==> src/rtl/smp_regs.svh <==
// Register offsets, field positions, reset values and limits of the MAC policy block
`ifndef SMP_REGS_SVH
`define SMP_REGS_SVH

`define SMP_OFF_JLIM_HI   12'h308
`define SMP_OFF_JLIM_LO   12'h309
`define SMP_OFF_CTRL_A    12'h330
`define SMP_OFF_CTRL_B    12'h331
`define SMP_OFF_PASSFC    12'h334
`define SMP_OFF_STATUS    12'h33f

`define SMP_RST_CTRL_A    8'h04
`define SMP_RST_CTRL_B    8'hf0
`define SMP_RST_PASSFC    8'h00
`define SMP_RST_JLIM      16'h2328

`define SMP_A_ALT_BO      7
`define SMP_A_LEN_CHK     3
`define SMP_A_FC_EITHER   1
`define SMP_A_AGGR_BO     0
`define SMP_B_MC_EXCL     6
`define SMP_B_BP_CARRIER  5
`define SMP_B_FAIR        4
`define SMP_B_NO_EXC_DROP 3
`define SMP_B_JUMBO       2
`define SMP_B_NO_MAX_CHK  1
`define SMP_B_SHORT_PASS  0
`define SMP_PASSFC_BIT    0

`define SMP_LEN_FIELD_MAX 16'd1500
`define SMP_LEN_JUMBO_MAX 16'd9000
`define SMP_LEN_NO_MAX    16'd2000
`define SMP_LEN_TAGGED    16'd1522
`define SMP_LEN_UNTAGGED  16'd1518
`define SMP_LEN_SHORT_MIN 16'd32
`define SMP_LEN_STD_MIN   16'd64
`define SMP_PAUSE_TYPE    16'h8808
`define SMP_PAUSE_DA      48'h0180c2000001
`define SMP_COL_LIMIT     5'd16
`define SMP_EXP_STD_MAX   4'd10
`define SMP_EXP_ALT_MAX   4'd8
`define SMP_EXP_AGGR_MAX  4'd2

`define SMP_SLOT_NS       512
`define SMP_CLK_NS        4
`define SMP_SLOT_CYC      ((`SMP_SLOT_NS + `SMP_CLK_NS - 1) / `SMP_CLK_NS)

`endif

==> src/rtl/smp_pkg.sv <==
// Types shared by the MAC policy block
`default_nettype none
package smp_pkg;

   typedef enum logic [2:0] {
      SMP_RSN_OK,
      SMP_RSN_SHORT,
      SMP_RSN_LONG,
      SMP_RSN_LEN_MISMATCH,
      SMP_RSN_FLOW_CTL
   } smp_reason_e;

   typedef enum logic [1:0] {
      SMP_TX_IDLE,
      SMP_TX_ACTIVE,
      SMP_TX_BACKOFF
   } smp_tx_e;

   typedef struct packed {
      logic [15:0] lfsr;
   } smp_bo_s;

   typedef struct packed {
      logic [7:0]  ctrl_a;
      logic [7:0]  ctrl_b;
      logic [7:0]  passfc;
      logic [15:0] jlim;
      logic [7:0]  rdata;
      logic        adm_valid;
      logic        adm_pass;
      smp_reason_e reason;
      logic        storm;
      smp_tx_e     tx_st;
      logic [4:0]  col_cnt;
      logic [17:0] bo_cnt;
      logic        tx_drop;
      logic        tx_retry;
      logic        fc_pause;
      logic        nfc_drop;
   } smp_state_s;

endpackage : smp_pkg
`default_nettype wire

==> src/rtl/smp_policy.sv <==
// Switch MAC frame admission, collision and back-pressure policy with its registers
//
// How it works
// - Alternate back-off only on half-duplex ports
// - Length check drops mismatched short-type frames
// - Drop mode set: pause type or DA
// - Drop mode clear: pause type and DA
// - Aggressive back-off during half-duplex back pressure
// - Multicast excluded from storm count when set
// - Back pressure by carrier sense or collision
// - Fair mode may drop non-flow-controlled traffic
// - Unfair mode only pauses flow-controlled port
// - Sixteen collisions drop frame unless disabled
// - Jumbo limit up to 9000, overrides oversize
// - Oversize check off accepts up to 2000
// - Standard limits 1522 tagged, 1518 untagged
// - Short pass accepts 32 to 64 bytes
// - Otherwise frames under 64 bytes dropped
// - Pass setting forwards PAUSE frames unfiltered
//
// The address-and-strobe port is this design's own decision.
`timescale 1ns/1ps
`default_nettype none
`include "smp_regs.svh"

module smp_policy
   import smp_pkg::*;
#(
   parameter int SLOT_CYC = `SMP_SLOT_CYC
)
(
   // Clock and reset
   input  wire logic        ref_clk,
   input  wire logic        resetn,
   // Register port
   input  wire logic [11:0] reg_addr,
   input  wire logic [7:0]  reg_wdata,
   input  wire logic        reg_wr,
   input  wire logic        reg_rd,
   output logic      [7:0]  reg_rdata,
   // Received frame summary
   input  wire logic        frm_valid,
   input  wire logic [15:0] frm_len,
   input  wire logic        frm_tagged,
   input  wire logic [15:0] frm_type_len,
   input  wire logic [15:0] frm_data_len,
   input  wire logic [47:0] frm_da,
   input  wire logic        frm_bcast,
   input  wire logic        frm_mcast,
   // Admission verdict
   output logic             adm_valid,
   output logic             adm_pass,
   output logic      [2:0]  adm_reason,
   output logic             storm_count,
   // Egress contention
   input  wire logic        cont_active,
   output logic             fc_pause,
   output logic             nfc_drop,
   // Half-duplex transmit
   input  wire logic        port_half,
   input  wire logic        tx_start,
   input  wire logic        tx_col,
   input  wire logic        tx_done,
   output logic             tx_backoff,
   output logic             tx_retry,
   output logic             tx_drop,
   output logic      [4:0]  tx_col_cnt,
   // Back-pressure mode
   output logic             bp_carrier,
   output logic             bp_aggr
);

   logic [1:0]  rst_sync_q;
   logic        rst_n;
   smp_state_s  st_q;
   smp_state_s  st_d;
   logic [9:0]  slots;
   logic [4:0]  col_next;
   logic        alt_on;
   logic        aggr_on;
   logic [15:0] max_len;
   logic [15:0] jlim_eff;
   logic        pause_type;
   logic        pause_da;
   logic        fc_hit;
   logic        too_short;
   logic        too_long;
   logic        len_bad;
   logic [17:0] bo_load;
   logic        hit_ctrl_a;
   logic        hit_ctrl_b;
   logic        hit_passfc;
   logic        hit_jlim_hi;
   logic        hit_jlim_lo;
   logic        hit_status;
   logic [7:0]  status_word;
   logic [7:0]  rd_mux;
   logic        start_ok;
   logic        col_drop;
   logic        storm_hit;
   logic        bo_zero;
   logic        bo_last;

   // Reset released through two flops
   always_ff @(posedge ref_clk or negedge resetn) begin
      if (!resetn) begin
         rst_sync_q <= 2'b00;
      end else begin
         rst_sync_q <= {rst_sync_q[0], 1'b1};
      end
   end
   assign rst_n = rst_sync_q[1];

   assign alt_on   = st_q.ctrl_a[`SMP_A_ALT_BO] & port_half;
   assign aggr_on  = st_q.ctrl_a[`SMP_A_AGGR_BO] & port_half;
   assign col_next = (st_q.col_cnt == 5'h1f) ? st_q.col_cnt : st_q.col_cnt + 5'h01;
   // Full-duplex ports never start a half-duplex attempt
   assign start_ok  = tx_start & port_half;
   assign col_drop  = (col_next >= `SMP_COL_LIMIT) & ~st_q.ctrl_b[`SMP_B_NO_EXC_DROP];
   assign storm_hit = frm_bcast | (frm_mcast & ~st_q.ctrl_b[`SMP_B_MC_EXCL]);

   smp_backoff u_backoff (
      .ref_clk     (ref_clk),
      .rst_n       (rst_n),
      .half_duplex (port_half),
      .alt_mode    (alt_on),
      .aggr_mode   (aggr_on),
      .attempt     (col_next),
      .slots       (slots)
   );

   assign bo_load = 18'(slots) * 18'(SLOT_CYC);
   assign bo_zero = bo_load == 18'h00000;
   assign bo_last = st_q.bo_cnt <= 18'h00001;

   // Address decode shared by the write and read paths
   always_comb begin
      hit_ctrl_a  = reg_addr == `SMP_OFF_CTRL_A;
      hit_ctrl_b  = reg_addr == `SMP_OFF_CTRL_B;
      hit_passfc  = reg_addr == `SMP_OFF_PASSFC;
      hit_jlim_hi = reg_addr == `SMP_OFF_JLIM_HI;
      hit_jlim_lo = reg_addr == `SMP_OFF_JLIM_LO;
      hit_status  = reg_addr == `SMP_OFF_STATUS;
   end

   assign status_word = {st_q.reason, st_q.col_cnt};

   // Unmapped addresses read as zero
   always_comb begin
      rd_mux = 8'h00;
      if (hit_ctrl_a) begin
         rd_mux = st_q.ctrl_a;
      end
      if (hit_ctrl_b) begin
         rd_mux = st_q.ctrl_b;
      end
      if (hit_passfc) begin
         rd_mux = st_q.passfc;
      end
      if (hit_jlim_hi) begin
         rd_mux = st_q.jlim[15:8];
      end
      if (hit_jlim_lo) begin
         rd_mux = st_q.jlim[7:0];
      end
      if (hit_status) begin
         rd_mux = status_word;
      end
   end

   // Frame checks
   always_comb begin
      // Programmed limit is clipped so jumbo never passes 9000
      jlim_eff = (st_q.jlim > `SMP_LEN_JUMBO_MAX) ? `SMP_LEN_JUMBO_MAX : st_q.jlim;
      if (st_q.ctrl_b[`SMP_B_JUMBO]) begin
         max_len = jlim_eff;
      end else if (st_q.ctrl_b[`SMP_B_NO_MAX_CHK]) begin
         max_len = `SMP_LEN_NO_MAX;
      end else if (frm_tagged) begin
         max_len = `SMP_LEN_TAGGED;
      end else begin
         max_len = `SMP_LEN_UNTAGGED;
      end
      too_long = frm_len > max_len;
      if (st_q.ctrl_b[`SMP_B_SHORT_PASS]) begin
         too_short = frm_len < `SMP_LEN_SHORT_MIN;
      end else begin
         too_short = frm_len < `SMP_LEN_STD_MIN;
      end
      len_bad = st_q.ctrl_a[`SMP_A_LEN_CHK]
                & (frm_type_len < `SMP_LEN_FIELD_MAX)
                & (frm_data_len != frm_type_len);
      pause_type = frm_type_len == `SMP_PAUSE_TYPE;
      pause_da   = frm_da == `SMP_PAUSE_DA;
      if (st_q.ctrl_a[`SMP_A_FC_EITHER]) begin
         fc_hit = pause_type | pause_da;
      end else begin
         fc_hit = pause_type & pause_da;
      end
      // Pass setting overrides either drop mode
      if (st_q.passfc[`SMP_PASSFC_BIT]) begin
         fc_hit = 1'b0;
      end
   end

   // Next state
   always_comb begin
      st_d           = st_q;
      st_d.rdata     = 8'h00;
      st_d.adm_valid = 1'b0;
      st_d.storm     = 1'b0;
      st_d.tx_drop   = 1'b0;
      st_d.tx_retry  = 1'b0;

      // Register writes; reserved bits of ctrl_a and ctrl_b are stored as written, passfc keeps only its pass bit
      if (reg_wr && hit_ctrl_a) begin
         st_d.ctrl_a = reg_wdata;
      end
      if (reg_wr && hit_ctrl_b) begin
         st_d.ctrl_b = reg_wdata;
      end
      if (reg_wr && hit_passfc) begin
         st_d.passfc = {7'h00, reg_wdata[`SMP_PASSFC_BIT]};
      end
      if (reg_wr && hit_jlim_hi) begin
         st_d.jlim[15:8] = reg_wdata;
      end
      if (reg_wr && hit_jlim_lo) begin
         st_d.jlim[7:0] = reg_wdata;
      end

      // Read data stands only in the cycle after the strobe
      if (reg_rd) begin
         st_d.rdata = rd_mux;
      end

      // Admission verdict, size faults reported first
      if (frm_valid) begin
         st_d.adm_valid = 1'b1;
         st_d.adm_pass  = 1'b0;
         if (too_short) begin
            st_d.reason = SMP_RSN_SHORT;
         end else if (too_long) begin
            st_d.reason = SMP_RSN_LONG;
         end else if (len_bad) begin
            st_d.reason = SMP_RSN_LEN_MISMATCH;
         end else if (fc_hit) begin
            st_d.reason = SMP_RSN_FLOW_CTL;
         end else begin
            st_d.reason   = SMP_RSN_OK;
            st_d.adm_pass = 1'b1;
         end
         st_d.storm = storm_hit;
      end

      // Contention: flow-controlled port is always paused
      st_d.fc_pause = cont_active;
      st_d.nfc_drop = cont_active & st_q.ctrl_b[`SMP_B_FAIR];

      // Half-duplex transmit attempts
      case (st_q.tx_st)
         SMP_TX_IDLE: begin
            if (start_ok) begin
               st_d.tx_st   = SMP_TX_ACTIVE;
               st_d.col_cnt = 5'h00;
            end
         end
         SMP_TX_ACTIVE: begin
            if (tx_done) begin
               st_d.tx_st = SMP_TX_IDLE;
            end else if (tx_col) begin
               st_d.col_cnt = col_next;
               if (col_drop) begin
                  st_d.tx_drop = 1'b1;
                  st_d.tx_st   = SMP_TX_IDLE;
               end else if (bo_zero) begin
                  st_d.tx_retry = 1'b1;
               end else begin
                  st_d.bo_cnt = bo_load;
                  st_d.tx_st  = SMP_TX_BACKOFF;
               end
            end
         end
         SMP_TX_BACKOFF: begin
            if (bo_last) begin
               st_d.bo_cnt   = 18'h00000;
               st_d.tx_retry = 1'b1;
               st_d.tx_st    = SMP_TX_ACTIVE;
            end else begin
               st_d.bo_cnt = st_q.bo_cnt - 18'h00001;
            end
         end
         default: begin
            st_d.tx_st = SMP_TX_IDLE;
         end
      endcase

      // A duplex change abandons any attempt in flight
      if (!port_half) begin
         st_d.tx_st  = SMP_TX_IDLE;
         st_d.bo_cnt = 18'h00000;
      end
   end

   always_ff @(posedge ref_clk or negedge rst_n) begin
      if (!rst_n) begin
         st_q.ctrl_a    <= `SMP_RST_CTRL_A;
         st_q.ctrl_b    <= `SMP_RST_CTRL_B;
         st_q.passfc    <= `SMP_RST_PASSFC;
         st_q.jlim      <= `SMP_RST_JLIM;
         st_q.rdata     <= 8'h00;
         st_q.adm_valid <= 1'b0;
         st_q.adm_pass  <= 1'b0;
         st_q.reason    <= SMP_RSN_OK;
         st_q.storm     <= 1'b0;
         st_q.tx_st     <= SMP_TX_IDLE;
         st_q.col_cnt   <= 5'h00;
         st_q.bo_cnt    <= 18'h00000;
         st_q.tx_drop   <= 1'b0;
         st_q.tx_retry  <= 1'b0;
         st_q.fc_pause  <= 1'b0;
         st_q.nfc_drop  <= 1'b0;
      end else begin
         st_q <= st_d;
      end
   end

   // Outputs
   assign reg_rdata   = st_q.rdata;
   assign adm_valid   = st_q.adm_valid;
   assign adm_pass    = st_q.adm_pass;
   assign adm_reason  = st_q.reason;
   assign storm_count = st_q.storm;
   assign fc_pause    = st_q.fc_pause;
   assign nfc_drop    = st_q.nfc_drop;
   assign tx_backoff  = st_q.tx_st == SMP_TX_BACKOFF;
   assign tx_retry    = st_q.tx_retry;
   assign tx_drop     = st_q.tx_drop;
   assign tx_col_cnt  = st_q.col_cnt;
   // Carrier-sense back pressure only means something on half duplex
   assign bp_carrier  = st_q.ctrl_b[`SMP_B_BP_CARRIER] & port_half;
   assign bp_aggr     = aggr_on;

endmodule : smp_policy
`default_nettype wire

==> src/rtl/smp_backoff.sv <==
// Back-off slot picker: random slot count under standard, alternate or aggressive caps
`timescale 1ns/1ps
`default_nettype none
`include "smp_regs.svh"

module smp_backoff
   import smp_pkg::*;
(
   // Clock and reset
   input  wire logic       ref_clk,
   input  wire logic       rst_n,
   // Policy
   input  wire logic       half_duplex,
   input  wire logic       alt_mode,
   input  wire logic       aggr_mode,
   input  wire logic [4:0] attempt,
   // Result
   output logic      [9:0] slots
);

   smp_bo_s    st_q;
   smp_bo_s    st_d;
   logic [3:0] exp_n;
   logic [3:0] cap;
   logic [9:0] mask;

   always_comb begin
      st_d      = st_q;
      st_d.lfsr = {st_q.lfsr[14:0],
                   st_q.lfsr[15] ^ st_q.lfsr[14] ^ st_q.lfsr[12] ^ st_q.lfsr[3]};
      // Aggressive caps hardest so back pressure wins the medium quickly
      if (aggr_mode) begin
         cap = `SMP_EXP_AGGR_MAX;
      end else if (alt_mode) begin
         cap = `SMP_EXP_ALT_MAX;
      end else begin
         cap = `SMP_EXP_STD_MAX;
      end
      exp_n = (attempt > {1'b0, cap}) ? cap : attempt[3:0];
      mask  = 10'((11'h001 << exp_n) - 11'h001);
      // Full duplex never backs off
      slots = half_duplex ? (st_q.lfsr[9:0] & mask) : 10'h000;
   end

   always_ff @(posedge ref_clk or negedge rst_n) begin
      if (!rst_n) begin
         st_q.lfsr <= 16'hace1;
      end else begin
         st_q <= st_d;
      end
   end

endmodule : smp_backoff
`default_nettype wire

==> config.mk <==
export PLATFORM = sky130hd
export DESIGN_NAME = smp_policy
export DESIGN_NICKNAME = d
export VERILOG_FILES = /design/src/rtl/smp_pkg.sv /design/src/rtl/smp_policy.sv /design/src/rtl/smp_backoff.sv
export VERILOG_INCLUDE_DIRS = /design/src /design/src/rtl
export SDC_FILE = /design/constraint.sdc
export NUM_CORES = 1
export LEC_CHECK = 0
export BUFFER_PORTS_ARGS = -buffer_cell sky130_fd_sc_hd__buf_2
export CELL_PAD_IN_SITES_DETAIL_PLACEMENT = 1
export CELL_PAD_IN_SITES_GLOBAL_PLACEMENT = 2
export CORE_UTILIZATION = 35
export CTS_BUF_LIST = sky130_fd_sc_hd__clkbuf_16
export DETAILED_ROUTE_END_ITERATION = 7
export PLACE_DENSITY = 0.94
export SLEW_MARGIN = 10
export SYNTH_ARGS = -nofsm -noshare
export SYNTH_HDL_FRONTEND = slang
export SYNTH_SLANG_ARGS = --single-unit
==> constraint.sdc <==
create_clock -name ref_clk -period 4.3 [get_ports ref_clk]
set_input_delay 0.86 -clock ref_clk [delete_from_list [all_inputs] [get_ports ref_clk]]
set_output_delay 0.86 -clock ref_clk [all_outputs]
set_load 0.03 [all_outputs]
==> impl_metrics.yaml, run 1 <==
yosys:
  synth_adder_area_share: 0.05275
  synth-edff-count: 0
  yosysMostFrequentCell: "dfrtp_1"
  synth_area_leaders: "dfrtp_1 (31%), dfstp_2 (7.7%), mux2_2 (6.8%), ha_1 (5.1%), nand2_1 (2.8%)"
  synth_area_um2: 6120
  yosysSeqAreaShare: 0.3881
  synth_xor_area_frac: 0.03149
  synth.ff_latch_count: 94
  synth_compound_area_frac: 0.2124
  synth_top_family_by_area: "compound AO/OA/AOI/OAI gates"
  synth_cell_type_count: 73
  ys_warn_count: 0
  yosysTopAreaCellShare: 0.3108
  async_flop_share: 1.000
  syn_area_per_cell_um2: 9.592
  yosysTopAreaCell: "dfrtp_1"
  synthMuxAreaShare: 0.07544
  syn_inst: 638
  ys.flop_type: "dfrtp_1"
  synth-simple-area-share: 0.1803
  yosys-top-cells-count: "dfrtp_1 (76), nand2_1 (46), mux2_2 (37), nor2_1 (37), a21oi_1 (33)"
drt:
  vias: 5859
  dr.first_iter.drc_count: 370
  route.detailed.drc: 0
  firstDrtPassIters: 5
  via_per_inst: 5.591
  routedWlPerCell_um: 19.26
  drt-total-wl_um: 20180
  antenna_left: 0
worst_setup_path:
  cp.arrival_ns: 4.65
  cp_cell_sequence: "ha_4 -> a21boi_2 -> a41o_1 -> inv_2 -> ha_4 -> mux2_4 -> a2111o_1 -> a211oi_4 -> buf_4 -> o21ai_2 -> buf_4 -> a211oi_4 -> o31ai_4 -> or4_4 -> o21ai_4 -> and2_4 -> mux2_4"
  critPathSlowestCell: "or4_4"
  worst-path-max-fanout: 4
  cp.buffers_inverters: 3
  cp-start-kind: "register"
  cp_top_family: "compound AO/OA/AOI/OAI gates"
  r2r_cells: 17
  slowest_delay_ns: 0.56
  endpoint_kind: "register"
  crit_cells: 17
  critical_path_required_ns: 4.54
  setup.worst_path.class: "register to register"
clock_tree:
  clock_latency_ns: 0.36
  root_buffer: "clkbuf_16"
  cts.path.max_buffers: 2
  clk_pin_slew_ns: 0.07
  cts_buffers: 9
  cts_tree: "built"
  clock-sinks: 94
  cts_hold_buffers: 0
  cts-htree-levels: 3
global_routing:
  grt_pass1_vias: 6219
  grt_pass1_wl_um: 31640
  grt.total_usage: 0.2254
  antenna_found_initial: 0
  grt_max_degree: 62
  grt_remaining_overflow: 0
finish:
  area_delta_synth_final_pct: 30.24
  fin_util: 0.4739
  diodes: 0
  nets: 977
  drive_gt1_frac: 0.4058
sta:
  setup_viol: 17
  finClkSkew_ns: 0.007576
  slew_headroom: 0.4848
  drv_slew: 0
  tightest_slew_ns: 0.7728
  rsz0062_at_grt: "true"
  period_minus_slack_ns: 4.416
  final.setup.worst_slack_ns: -0.1161
  hold_viol_final: 0
  period_share: 1.027
  hold_ws_ns: 0.2790
  fmax_mhz: 226.4
place:
  port_buffers: 154
  gp_congestion: 0.8811
  hpwl_um: 15200
power:
  p_clk_frac: 0.296
  seqPwrFrac: 0.321
  power_frac_comb: 0.384
  p_leak_uw: 0.003689
  p_per_area_nw_per_um2: 374.6
  p_int_uw: 1912
  ir_drop_mv: 0.2280
  swShare: 0.3595
  p_switching_uw: 1073
floorplanning:
  initial_core_util: 0.3639
  dieArea_um2: 18020
  num_rows: 47
  die_width_um: 134.2
  fp.dieH_um: 134.2
  core_um2: 16820
  ios: 155
outcome:
  violations: "setup timing"
  outcome: "finished, violations left"
hold_path:
  hold_path.class: "input pin to async pin"
run:
  drv_cap: 0
==> layout by cell type, fill, tap and decap left out, types with 12 or more instances in the layout <==
| cell type | count |
|---|---|
| inv_1 | 29 |
| nand4_1 | 18 |
| ha_1 | 22 |
| nand2_1 | 43 |
| mux2_2 | 35 |
| nand3_1 | 13 |
| dfrtp_1 | 74 |
| a21oi_1 | 27 |
| a21boi_0 | 12 |
| buf_2 | 154 |
| nor2_1 | 35 |
| nor4_1 | 20 |
| dfstp_2 | 18 |
| xor2_1 | 18 |
| nor3_1 | 18 |
| buf_4 | 46 |
| o21ai_0 | 22 |
==> layer usage <==
metal | vias up | GRT usage | part of all wire
met3 | 29 | 0.03666 | 0.057
li1 | 2752 | - | -
met5 | - | 0 | 0
met4 | 0 | 0.06679 | 0.020
met1 | 2884 | 0.2877 | 0.43
met2 | 194 | 0.3906 | 0.49
==> state kept, by name, indices dropped and copies added (netlist names), 2 cells and up <==
register / count
tx_col_cnt: 5
adm_reason: 3
reg_rdata: 8
u_backoff.st_q: 16
st_q: 53
rst_sync_q: 2
==> layout make-up <==
type / instances / area [µm²]
inverters: 29 / 108.9
well taps: 220 / 275.3
fillers: 1971 / 8848
flip-flops and latches: 94 / 2380
multi-input cells: 480 / 3657
repair buffers: 209 / 1226
clock buffers: 9 / 225.2
clock inverters: 7 / 97.59
==> power by group through the flow <==
stage          Sequential (µW)  Clock (µW)  Combinational [µW]
2_1_floorplan              981           0                 660
3_3_place_gp               968           0                 980
3_5_place_dp               969           0                 997
4_1_cts                    956         896                1070
5_1_grt                    964         927                1260
6_report                   957         883                1150
==> cells by family after synthesis <==
| kind of cell | Yosys count |
|---|---|
| other | 1 |
| XOR/XNOR | 22 |
| multiplexers | 41 |
| buffers and inverters | 66 |
| AO/OA/AOI/OAI | 181 |
| adder cells (fa/ha/maj) | 26 |
| flip-flops | 94 |
| AND/OR/NAND/NOR | 207 |
==> timing repair <==
item	CTS	global route
setup endpoints to repair	20	25
buffers inserted	7	4
pin swaps	18	17
gates resized for setup	14	26
==> path summary, 6_finish.rpt <==
kind,start,to,slack (ns)
max,tx_col_cnt[0]$_DFFE_PN0P_,st_q[13]$_DFFE_PN0P_,-0.12
min,resetn,rst_sync_q[1]$_DFF_PN0_,0.28
max reg2reg,tx_col_cnt[0]$_DFFE_PN0P_,st_q[13]$_DFFE_PN0P_,-0.12
min reg2reg,rst_sync_q[0]$_DFF_PN0_,rst_sync_q[1]$_DFF_PN0_,0.35
max in group asynchronous,rst_sync_q[1]$_DFF_PN0_,u_backoff.st_q[7]$_DFF_PN1_,2.95
min in group ref_clk,rst_sync_q[0]$_DFF_PN0_,rst_sync_q[1]$_DFF_PN0_,0.35
==> per-stage QoR <==
step                      instance area [µm²]  setup TNS [ns]  instances  power, µW  setup slack (ns)
after global routing                     7970          -4.439       1048       3149           -0.2740
final                                    7970          -1.176       1048       2986           -0.1161
after floorplan                          6254          -3.246        640       1640           -0.2326
after global placement                   7366          -4.391       1021       1948           -0.2605
after CTS                                7819         -0.2755       1044       2920          -0.05593
after detailed placement                 7366          -6.123       1021       1965           -0.3536
(Power assumes the default switching activity.)
==> run 2, diff against run 1 <==
- RECOVER_POWER: default -> 25
==> impl_metrics.yaml, run 2 (synthesized netlist as in run 1, its figures left out) <==
worst_setup_path:
  cp.arrival_ns: 4.65
  critical_path_required_ns: 4.54
  endpoint_kind: "register"
  setup.worst_path.class: "register to register"
  cp-start-kind: "register"
  worst-path-max-fanout: 4
clock_tree:
  root_buffer: "clkbuf_16"
  cts_tree: "built"
  cts_buffers: 9
  clock_latency_ns: 0.36
  clk_pin_slew_ns: 0.07
  cts-htree-levels: 3
  clock-sinks: 94
  cts.path.max_buffers: 2
drt:
  antenna_left: 0
  route.detailed.drc: 0
  vias: 5861
  drt-total-wl_um: 20180
  dr.first_iter.drc_count: 369
  firstDrtPassIters: 5
  routedWlPerCell_um: 19.26
  via_per_inst: 5.593
finish:
  top_register: "st_q"
  drive_gt1_frac: 0.3986
  nets: 977
  num-fill-cells: 1974
  layout_commonest_cell: "buf_2"
  layout_common_cells: "buf_2 (152), dfrtp_1 (75), buf_4 (46)"
  diodes: 0
  area_delta_synth_final_pct: 30.14
  largest_reg_flops: 53
  fin_util: 0.4735
sta:
  tightest_slew_ns: 2.363
  period_minus_slack_ns: 4.416
  fmax_mhz: 226.4
  rsz0062_at_grt: "true"
  slew_headroom: -0.5756
  drv_slew: 62
  period_share: 1.027
  final.setup.worst_slack_ns: -0.1160
  finClkSkew_ns: 0.007674
  hold_viol_final: 0
  setup_viol: 17
floorplanning:
  num_rows: 47
  die_width_um: 134.2
  fp.dieH_um: 134.2
  ios: 155
  initial_core_util: 0.3639
  dieArea_um2: 18020
  core_um2: 16820
global_routing:
  grt_pass1_vias: 6219
  antenna_found_initial: 0
  grt_max_degree: 62
  grt_remaining_overflow: 0
  grt.total_usage: 0.2254
  grt_pass1_wl_um: 31640
place:
  port_buffers: 154
  gp_congestion: 0.8811
  hpwl_um: 15200
  pre_cts_slack_ns: -0.3536
outcome:
  outcome: "finished, violations left"
  violations: "capacitance limit, slew limit, setup timing"
power:
  ir_drop_mv: 0.2282
  p_per_area_nw_per_um2: 375.0
  p_leak_uw: 0.003684
hold_path:
  hold_path.class: "input pin to async pin"
run:
  drv_cap: 1
run 2: cell types whose count changed in the layout (fill, tap and decap cells not counted), sizes merged:
cell,delta
clkbuf,+2
buf,-2
run 2: critical path: stages, from the launching register on:
cell      delay [ns]
dfrtp_2         0.43
ha_4            0.17
a21boi_2        0.11
a41o_1          0.20
inv_2           0.06
ha_4            0.21
mux2_4          0.26
a2111o_1        0.49
a211oi_4        0.26
buf_4           0.16
o21ai_2         0.08
buf_4           0.17
a211oi_4        0.32
o31ai_4         0.12
or4_4           0.56
o21ai_4         0.20
and2_4          0.19
mux2_4          0.30
run 2: repair_timing:
item                                    4_1_cts  5_1_grt
endpoints found under the setup margin       20       25
pin swaps                                    18       17
hold buffers                                  0        0
gates resized for setup                      14       26
setup buffers                                 7        4
run 2: power breakdown:
| part | leakage [µW] | switching, µW | internal, µW | total, µW |
|---|---|---|---|---|
| logic | 0.00230 | 662 | 484 | 1150 |
| clock network | 0.000158 | 369 | 513 | 882 |
| registers | 0.00123 | 41.6 | 915 | 957 |
| total | 0.00368 | 1070 | 1910 | 2990 |
run 2: stage by stage:
stage	setup TNS [ns]	hold WS [ns]	cell area, µm²	std cells	total power, µW
3_3_place_gp	-4.391	0.3363	7366	1021	1948
3_5_place_dp	-6.123	0.3428	7366	1021	1965
6_report	-1.177	0.2787	7964	1048	2986
5_1_grt	-4.439	0.2791	7964	1048	3149
4_1_cts	-0.2755	0.2713	7819	1044	2920
2_1_floorplan	-3.246	0.3312	6254	640	1640
run 2: layer usage:
metal	up-vias	GRT usage	routed length (µm)
met2	183	0.3906	9967
met1	2898	0.2877	8702
li1	2751	-	-
met4	0	0.06679	398
met3	29	0.03666	1115
met5	-	0	0
run 2: worst paths after layout:
kind	slack, ns	depth (start not counted)	start	to
hold / removal	0.28	1	resetn	rst_sync_q[0]$_DFF_PN0_
setup reg to reg	-0.12	17	tx_col_cnt[0]$_DFFE_PN0P_	st_q[13]$_DFFE_PN0P_
hold reg to reg	0.35	0	rst_sync_q[0]$_DFF_PN0_	rst_sync_q[1]$_DFF_PN0_
max in group asynchronous	1.78	0	rst_sync_q[1]$_DFF_PN0_	tx_col_cnt[0]$_DFFE_PN0P_
min in group ref_clk	0.35	0	rst_sync_q[0]$_DFF_PN0_	rst_sync_q[1]$_DFF_PN0_
setup / recovery	-0.12	17	tx_col_cnt[0]$_DFFE_PN0P_	st_q[13]$_DFFE_PN0P_
run 2: area by class of cell:
cell class,instances,area (µm²),area share
sequential,94,2376,0.2984
inverter,29,108.9,0.01367
tap,220,275.3,0.03456
multi-input combinational,480,3657,0.4592
timing repair buffer,209,1224,0.1537
clock inverter,7,97.59,0.01225
clock buffer,9,225.2,0.02828
